**config.mk**
```make
export PLATFORM = sky130hd
export DESIGN_NAME = ccs_top
export DESIGN_NICKNAME = d
export VERILOG_FILES = /design/src/common/ccs_pkg.sv /design/src/common/ccs_mem_if.sv /design/src/design/ccs_err_mem.sv /design/src/design/ccs_top.sv
export SDC_FILE = /design/constraint.sdc
export NUM_CORES = 1
export LEC_CHECK = 0
export BUFFER_PORTS_ARGS = -buffer_cell sky130_fd_sc_hd__buf_2
export CORE_MARGIN = 2
export CORE_UTILIZATION = 37
export CTS_CLUSTER_DIAMETER = 120
export DETAILED_ROUTE_END_ITERATION = 16
export PLACE_DENSITY = 0.56
export SETUP_SLACK_MARGIN = 0.2
export SYNTH_ARGS = -nofsm -noshare
export SYNTH_HDL_FRONTEND = slang
export SYNTH_SLANG_ARGS = --single-unit
```
**constraint.sdc**
```tcl
create_clock -name mclk -period 4.2 [get_ports mclk]
set_input_delay 0.63 -clock mclk [delete_from_list [all_inputs] [get_ports mclk]]
set_output_delay 0.63 -clock mclk [all_outputs]
set_load 0.03 [all_outputs]
```
**src/common/ccs_pkg.sv**
```systemverilog
// constants, types and command decoding for the calibration command and status reporter
package ccs_pkg;
    typedef enum logic [3:0] {
        CMD_DC_STEP, CMD_DC_CALC, CMD_AC_CAL, CMD_CAL_DATE,
        CMD_NEXT_DATE, CMD_CAL_SAVE, CMD_ERR_QUERY, CMD_STB_QUERY,
        CMD_OPC, CMD_OPC_QUERY, CMD_ESE, CMD_SRE,
        CMD_ESR_QUERY, CMD_CLS, CMD_UNKNOWN
    } ccs_cmd_t;
    typedef enum logic [1:0] {OP_STEP, OP_CALC, OP_AC} ccs_op_t;

    localparam int ERR_DEPTH = 8;
    localparam int DC_STEPS = 4;
    localparam int CODE_W = 16;

    localparam logic [15:0] ERR_NONE = 16'h0000;
    localparam logic [15:0] ERR_SYNTAX = 16'hff9a;
    localparam logic [15:0] ERR_HEADER = 16'hff8f;
    localparam logic [15:0] ERR_EXEC = 16'hff38;
    localparam logic [15:0] ERR_CONFLICT = 16'hff23;
    localparam logic [15:0] ERR_RANGE = 16'hff22;
    localparam logic [15:0] ERR_NO_DATE = 16'h01b6;
    localparam logic [15:0] ERR_NO_NEXT = 16'h01b7;
    localparam logic [15:0] ERR_INCOMPLETE = 16'h01b8;

    localparam int STB_EAV = 2;
    localparam int STB_MAV = 4;
    localparam int STB_ESB = 5;
    localparam int STB_MSS = 6;
    localparam int ESR_OPC = 0;
    localparam logic [7:0] SRE_MSS_MASK = 8'hbf;
    localparam logic [7:0] OPC_ASCII = 8'h31;
    localparam logic [7:0] BYTE_ZERO = 8'h00;

    function automatic logic ccs_is_protected(input ccs_cmd_t c);
        return (c == CMD_DC_STEP) || (c == CMD_DC_CALC) || (c == CMD_CAL_DATE) ||
               (c == CMD_NEXT_DATE) || (c == CMD_CAL_SAVE);
    endfunction
endpackage

```
**src/common/ccs_mem_if.sv**
```systemverilog
// carrier between the controller and the error queue memory
`timescale 1ns/100ps
interface ccs_mem_if #(parameter int AW = 3, parameter int DW = 16);
    logic we;
    logic [AW-1:0] waddr;
    logic [DW-1:0] wdata;
    logic [AW-1:0] raddr;
    logic [DW-1:0] rdata;
    modport ctrl (output we, output waddr, output wdata, output raddr, input rdata);
    modport mem (input we, input waddr, input wdata, input raddr, output rdata);
endinterface

```
**src/design/ccs_err_mem.sv**
```systemverilog
// error queue storage with registered read data
`timescale 1ns/100ps
module ccs_err_mem #(
    parameter int DEPTH = ccs_pkg::ERR_DEPTH,
    parameter int AW = 3,
    parameter int DW = ccs_pkg::CODE_W
) (
    input wire logic mclk,
    ccs_mem_if.mem port
);
    logic [DW-1:0] store [DEPTH];
    logic [DW-1:0] rdata_reg;

    // no reset on storage: an entry is only read after it was written
    always_ff @(posedge mclk) begin
        if (port.we) begin
            store[port.waddr] <= port.wdata;
        end
        rdata_reg <= store[port.raddr];
    end
    assign port.rdata = rdata_reg;
endmodule // ccs_err_mem

```
**src/design/ccs_top.sv**
```systemverilog
// calibration command sequencer with error queue and status byte
`timescale 1ns/100ps
module ccs_top #(
    parameter int QDEPTH = ccs_pkg::ERR_DEPTH,
    parameter int NSTEPS = ccs_pkg::DC_STEPS
) (
    input wire logic mclk,
    input wire logic reset_n,
    input wire logic cmd_valid,
    input ccs_pkg::ccs_cmd_t cmd_code,
    input wire logic cmd_syntax_err,
    input wire logic cmd_param_ok,
    input wire logic [$clog2(NSTEPS)-1:0] cmd_step,
    input wire logic [7:0] cmd_value,
    output logic cmd_ready,
    input wire logic cal_unlocked,
    input wire logic cal_done,
    output logic cal_start,
    output ccs_pkg::ccs_op_t cal_op,
    output logic [$clog2(NSTEPS)-1:0] cal_step,
    output logic inputs_open_req,
    output logic ac_consts_active,
    output logic dc_consts_save,
    output logic [15:0] resp_data,
    input wire logic resp_read,
    output logic [7:0] status_byte,
    output logic srq
);
    localparam int AW = $clog2(QDEPTH);
    localparam int SW = $clog2(NSTEPS);
    localparam logic [AW:0] Q_FULL = (AW+1)'(QDEPTH);
    localparam logic [AW:0] Q_ZERO = '0;
    localparam logic [NSTEPS-1:0] ALL_STEPS = '1;

    typedef enum {ST_IDLE, ST_BUSY, ST_ERR_RD} ccs_state_t;

    // ************************************************************
    // state
    // ************************************************************
    ccs_state_t state_reg, state_next;
    logic [NSTEPS-1:0] steps_reg;
    logic calc_reg, date_reg, ndate_reg;
    logic [7:0] esr_reg, ese_reg, sre_reg;
    logic opc_arm_reg, opcq_arm_reg;
    logic [AW-1:0] wr_ptr_reg, rd_ptr_reg;
    logic [AW:0] cnt_reg, cnt_next;
    logic mav_reg;
    logic [15:0] resp_reg;
    logic start_reg, save_reg, ac_act_reg;
    ccs_pkg::ccs_op_t op_reg;
    logic [SW-1:0] step_reg;
    logic [7:0] stb_reg;

    ccs_mem_if #(.AW(AW), .DW(ccs_pkg::CODE_W)) qbus ();
    ccs_err_mem #(.DEPTH(QDEPTH), .AW(AW), .DW(ccs_pkg::CODE_W)) u_mem (
        .mclk(mclk),
        .port(qbus.mem)
    );

    // ************************************************************
    // command acceptance and error decode
    // ************************************************************
    wire is_opc_kind = (cmd_code == ccs_pkg::CMD_OPC) || (cmd_code == ccs_pkg::CMD_OPC_QUERY);
    // opc commands are taken while busy so that they can wait for the running calibration operation
    assign cmd_ready = (state_reg == ST_IDLE) || ((state_reg == ST_BUSY) && is_opc_kind);
    wire take = cmd_valid && cmd_ready;
    wire syn_e = cmd_syntax_err;
    wire hdr_e = (cmd_code == ccs_pkg::CMD_UNKNOWN);
    wire lock_e = ccs_pkg::ccs_is_protected(cmd_code) && !cal_unlocked;
    wire range_e = (cmd_code == ccs_pkg::CMD_DC_STEP) && !cmd_param_ok;
    wire all_steps = (steps_reg == ALL_STEPS);
    wire order_e = (cmd_code == ccs_pkg::CMD_DC_CALC) && !all_steps;
    wire is_save = (cmd_code == ccs_pkg::CMD_CAL_SAVE);
    wire date_e = is_save && !date_reg;
    wire ndate_e = is_save && !ndate_reg;
    wire proc_e = is_save && !(all_steps && calc_reg);
    wire any_e = syn_e || hdr_e || lock_e || range_e || order_e || date_e || ndate_e || proc_e;
    wire [15:0] err_code = syn_e ? ccs_pkg::ERR_SYNTAX :
                           hdr_e ? ccs_pkg::ERR_HEADER :
                           lock_e ? ccs_pkg::ERR_CONFLICT :
                           range_e ? ccs_pkg::ERR_RANGE :
                           order_e ? ccs_pkg::ERR_EXEC :
                           date_e ? ccs_pkg::ERR_NO_DATE :
                           ndate_e ? ccs_pkg::ERR_NO_NEXT : ccs_pkg::ERR_INCOMPLETE;
    wire ok = take && !any_e;
    wire ok_cmd_is_cal = ok && ((cmd_code == ccs_pkg::CMD_DC_STEP) || (cmd_code == ccs_pkg::CMD_DC_CALC) ||
                                (cmd_code == ccs_pkg::CMD_AC_CAL));
    wire cls = ok && (cmd_code == ccs_pkg::CMD_CLS);
    wire err_q = ok && (cmd_code == ccs_pkg::CMD_ERR_QUERY);
    wire esr_q = ok && (cmd_code == ccs_pkg::CMD_ESR_QUERY);
    wire stb_q = ok && (cmd_code == ccs_pkg::CMD_STB_QUERY);

    // ************************************************************
    // error queue
    // ************************************************************
    wire q_empty = (cnt_reg == Q_ZERO);
    wire pop = err_q && !q_empty;
    // a full queue drops the newest error rather than losing the oldest
    wire push = take && any_e && ((cnt_reg != Q_FULL) || pop);
    assign cnt_next = cls ? Q_ZERO : (AW+1)'(cnt_reg + (AW+1)'(push) - (AW+1)'(pop));
    assign qbus.we = push;
    assign qbus.waddr = wr_ptr_reg;
    assign qbus.wdata = err_code;
    assign qbus.raddr = rd_ptr_reg;

    // ************************************************************
    // sequencing
    // ************************************************************
    wire op_end = (state_reg == ST_BUSY) && cal_done;
    always_comb begin
        state_next = state_reg;
        case (state_reg)
            ST_IDLE: begin
                if (ok_cmd_is_cal) begin
                    state_next = ST_BUSY;
                end else if (pop) begin
                    state_next = ST_ERR_RD;
                end
            end
            ST_BUSY: begin
                if (cal_done) begin
                    state_next = ST_IDLE;
                end
            end
            ST_ERR_RD: state_next = ST_IDLE;
            default: state_next = ST_IDLE;
        endcase
    end

    wire idle_now = (state_reg == ST_IDLE);
    wire opc_fire = opc_arm_reg && idle_now;
    wire opcq_fire = opcq_arm_reg && idle_now;
    localparam logic [7:0] BYTE0 = ccs_pkg::BYTE_ZERO;
    wire [7:0] esr_set = opc_fire ? (8'h01 << ccs_pkg::ESR_OPC) : BYTE0;
    // hardware set wins over a read or clear in the same cycle
    wire [7:0] esr_next = ((esr_q || cls) ? BYTE0 : esr_reg) | esr_set;

    // ************************************************************
    // status byte
    // ************************************************************
    wire eav = !q_empty;
    wire esb = |(esr_reg & ese_reg);
    wire [7:0] stb_low = (8'(eav) << ccs_pkg::STB_EAV) | (8'(mav_reg) << ccs_pkg::STB_MAV) |
                         (8'(esb) << ccs_pkg::STB_ESB);
    wire mss = |(stb_low & sre_reg & ccs_pkg::SRE_MSS_MASK);
    wire [7:0] stb_w = stb_low | (8'(mss) << ccs_pkg::STB_MSS);

    wire load_err = (state_reg == ST_ERR_RD);
    wire load_empty = err_q && q_empty;
    wire resp_load = load_err || load_empty || esr_q || stb_q || opcq_fire;
    wire [15:0] resp_w = load_err ? qbus.rdata :
                         load_empty ? ccs_pkg::ERR_NONE :
                         esr_q ? {BYTE0, esr_reg} :
                         stb_q ? {BYTE0, stb_w} : {BYTE0, ccs_pkg::OPC_ASCII};

    // ************************************************************
    // registers
    // ************************************************************
    always_ff @(posedge mclk) begin
        if (!reset_n) begin
            state_reg <= ST_IDLE;
            cnt_reg <= Q_ZERO;
            wr_ptr_reg <= '0;
            rd_ptr_reg <= '0;
        end else begin
            state_reg <= state_next;
            cnt_reg <= cnt_next;
            wr_ptr_reg <= cls ? '0 : (push ? AW'(wr_ptr_reg + 1'b1) : wr_ptr_reg);
            rd_ptr_reg <= cls ? '0 : (pop ? AW'(rd_ptr_reg + 1'b1) : rd_ptr_reg);
        end
    end

    always_ff @(posedge mclk) begin
        if (!reset_n) begin
            esr_reg <= BYTE0;
            ese_reg <= BYTE0;
            sre_reg <= BYTE0;
            opc_arm_reg <= 1'b0;
            opcq_arm_reg <= 1'b0;
            mav_reg <= 1'b0;
            resp_reg <= '0;
            stb_reg <= BYTE0;
        end else begin
            esr_reg <= esr_next;
            ese_reg <= (ok && (cmd_code == ccs_pkg::CMD_ESE)) ? cmd_value : ese_reg;
            sre_reg <= (ok && (cmd_code == ccs_pkg::CMD_SRE)) ? cmd_value : sre_reg;
            opc_arm_reg <= (ok && (cmd_code == ccs_pkg::CMD_OPC)) || (opc_arm_reg && !opc_fire && !cls);
            opcq_arm_reg <= (ok && (cmd_code == ccs_pkg::CMD_OPC_QUERY)) || (opcq_arm_reg && !opcq_fire);
            mav_reg <= resp_load || (mav_reg && !resp_read);
            resp_reg <= resp_load ? resp_w : resp_reg;
            stb_reg <= stb_w;
        end
    end

    always_ff @(posedge mclk) begin
        if (!reset_n) begin
            steps_reg <= '0;
            calc_reg <= 1'b0;
            date_reg <= 1'b0;
            ndate_reg <= 1'b0;
            start_reg <= 1'b0;
            save_reg <= 1'b0;
            ac_act_reg <= 1'b0;
            op_reg <= ccs_pkg::OP_STEP;
            step_reg <= '0;
        end else begin
            start_reg <= ok_cmd_is_cal;
            save_reg <= ok && is_save;
            if (ok_cmd_is_cal) begin
                op_reg <= (cmd_code == ccs_pkg::CMD_DC_STEP) ? ccs_pkg::OP_STEP :
                          (cmd_code == ccs_pkg::CMD_DC_CALC) ? ccs_pkg::OP_CALC : ccs_pkg::OP_AC;
                step_reg <= cmd_step;
            end
            if (op_end && (op_reg == ccs_pkg::OP_STEP)) begin
                steps_reg <= steps_reg | (NSTEPS'(1) << step_reg);
            end
            if (op_end && (op_reg == ccs_pkg::OP_CALC)) begin
                calc_reg <= 1'b1;
            end
            // ac constants stay active until reset_n clears them; nothing writes them back
            if (op_end && (op_reg == ccs_pkg::OP_AC)) begin
                ac_act_reg <= 1'b1;
            end
            date_reg <= date_reg || (ok && (cmd_code == ccs_pkg::CMD_CAL_DATE));
            ndate_reg <= ndate_reg || (ok && (cmd_code == ccs_pkg::CMD_NEXT_DATE));
            if (ok && is_save) begin
                steps_reg <= '0;
                calc_reg <= 1'b0;
            end
        end
    end

    assign cal_start = start_reg;
    assign cal_op = op_reg;
    assign cal_step = step_reg;
    assign inputs_open_req = (state_reg == ST_BUSY) && (op_reg == ccs_pkg::OP_AC);
    assign ac_consts_active = ac_act_reg;
    assign dc_consts_save = save_reg;
    assign resp_data = resp_reg;
    assign status_byte = stb_reg;
    assign srq = stb_reg[ccs_pkg::STB_MSS];
endmodule // ccs_top

```
==> results.ini <==
[critical_path]
max_stage_delay_ns = 0.41
required_ns = 4.32
cpLargestDelayFamily = simple AND/OR/NAND/NOR gates
worstRegToRegCells = 10
cp-endpoint = u_mem.store[5][14]
cp-start-kind = input pin
reg2reg_from = cnt_reg[2]
cp_max_fo = 18
path_class = in -> reg
timing.reg2reg.setup_slack_ns = 1.50
path_buf_inv = 2
endpoint_kind = register
cp.depth = 7
path_cells = buf_2 > nor2b_1 > a31oi_2 > a31o_1 > or2_4 > nor3b_2 > buf_4
slowest_stage = a31o_1
startpoint = cmd_code[1]
r2r_end = cnt_reg[3]
cp.arrival_ns = 3.03

[clock_network]
hold_buffers = 0
cts_root_buf = clkbuf_16
htree_num_levels = 4
cts.clk_slew.worst_paths_ns = 0.05
cts-resized-gates = 0
cts.sinks = 120
cts_made_buffers = 17
cts_tree = built
insertion_delay_ns = 0.41
cts_setup_buffers = 0
cts_max_path_buffers = 2

[drt]
firstDrtPassIters = 4
drtAntennaViolNets = 0
drt-initial-drc-count = 279
wl_um = 11000
wire_per_inst_um = 17.10
vias_per_cell = 5.260
vias = 3382
drc_errors = 0

[synth]
synthArstFlopShare_pct = 0
synth_warnings = 0
ys_ff_latch = 120
synth_cell_type_count = 61
syn_inst = 409
yosysTopAreaCellShare_pct = 37.71
yosysTopAreaCell = edfxtp_1
synth_area_leaders = edfxtp_1, dfxtp_1, mux4_2
ys.flop_type = edfxtp_1
ys_seq_area_share_pct = 59.71
synth.cell_area_um2 = 5096
avgSynthCellArea_um2 = 12.46
synth_edf_count = 64

[global_route]
met3_usage_pct = 4.323
met1_usage_pct = 21.71
grt_start_max_net_pins = 28
globalRouteMet2Util_pct = 23.98
gr-total-overflow = 0
grt_use_total_pct = 15.99
grt_pass1_wl_um = 17480
antenna_found_initial = 0
grt-busiest-layer = met2
grt_pass1_vias = 3205

[placed_design]
place_inst = 611
io_buffers = 47
place_congestion = 0.7821
dp_worst_setup_slack_ns = 0.8553
hpwl_um = 7436

[floorplan]
die-area_um2 = 14730
die-width_um = 121.4
core_area_um2 = 13350
start_util_pct = 38.18
ioPinCount = 56
num_rows = 42
die_h_um = 121.4

[finish]
largest_reg_flops = 64
nets = 484
diodes = 0
fin_cells = 643
area_growth_pct = 18.02
drive_above_1_share_pct = 25.48

[hold_path]
hold_class = reg -> reg
min_from = u_mem.port.rdata[1]

[run]
cap_violations = 0

[sta]
finalHoldViolCount = 0
slew_headroom_pct = 38.30
tightest_slew_ns = 0.9236
finalMaxSlewViolations = 0
post-route-min-period_ns = 2.914
timing.final.ws_setup_ns = 1.286
finClkSkew_ns = 0.007256
fin_crit_sh_pct = 69.39
setup_tns_ns = 0
rsz0062_at_grt = false
fmax_mhz = 343.1
setup_viol = 0

[pwr]
leakage_nw = 2.156
vdd_drop_max_mv = 0.2996
pwr_density_cell_nw_per_um2 = 486.8

[outcome]
status = finished, final reports clean

how the worst min path moves through the flow:
stage / endpoint / slack (ns) / cells after the start
6_report: resp_data[1] / 0.44 / 1
5_1_grt: resp_data[14] / 0.45 / 1
4_1_cts: resp_data[1] / 0.44 / 1
3_5_place_dp: resp_data[1] / 0.43 / 1
3_3_place_gp: resp_data[14] / 0.43 / 1
2_1_floorplan: resp_data[14] / 0.42 / 1
cells in the final DEF (no fill, tap or decap), drive strengths merged, types with 3 or more instances in the layout:
cell,Yosys,routed
nor4,5,5
clkbuf,11,21
mux4,16,16
nor3b,5,5
nor2b,5,5
nor3,9,9
mux2i,5,5
conb,1,4
o31ai,4,4
nor2,37,37
inv,13,15
o21ai,11,11
nand2b,10,10
a32o,5,5
and3,4,4
a31oi,5,5
mux2,8,8
a21oi,26,26
buf,24,58
dfxtp,56,56
nand3,10,10
a21o,3,3
nand2,21,21
nand4,5,5
ha,7,7
clkinv,1,3
edfxtp,64,64
and2,3,3
clkinvlp,0,5
cell usage after synthesis, types with 6 or more instances:
master and n:
dfxtp_1 56, ha_1 7, o21ai_0 11, nand3_1 10
nand2b_1 10, mux2_2 8, buf_4 11, inv_1 13
clkbuf_1 11, a21oi_1 25, edfxtp_1 64, nor2_1 37
buf_2 6, nor3_1 9, nand2_1 21, mux4_2 16
where the power goes:
part           switching [mW]  internal, mW  leakage [nW]  total (mW)
Combinational           0.150        0.0886         0.872       0.239
Clock                   0.510         0.872         0.258        1.38
Sequential             0.0219          1.29          1.03        1.31
Total                   0.682          2.25          2.16        2.93
area by class of cell:
type                    instances  area (µm²)
clock inverters                11       123.9
inverters                      14       52.55
fillers                      1214        7333
flip-flops and latches        120        3043
well taps                     176       220.2
clock buffers                  21       440.4
repair buffers                 58       317.8
multi-input cells             243        1817
layer usage:
layer / routed length [µm] / share of wire (%)
met5: 0 / 0
met1: 5131 / 47
met4: 153 / 1.4
met3: 546 / 5.0
met2: 5166 / 47
logic make-up after synthesis:
logic type	after synthesis	share of synthesized area (%)
AND/OR/NAND/NOR	123	12.55
flip-flops	120	59.71
AO/OA/AOI/OAI	75	10.19
buffers and inverters	49	4.861
multiplexers	29	9.821
adder cells (fa/ha/maj)	8	2.111
XOR/XNOR	4	0.6876
other	1	0.07359
per-stage QoR:
step	power (mW)	instance area [µm²]	util, %	hold WS [ns]
2_1_floorplan	1.506	5107	-	0.4192
3_3_place_gp	1.567	5450	40.83	0.4259
3_5_place_dp	1.573	5450	40.83	0.4295
4_1_cts	2.953	6015	45.06	0.4431
5_1_grt	3.041	6015	45.06	0.4522
6_report	2.928	6015	45.06	0.4426
No activity file was read; power rests on OpenSTA's default activity.
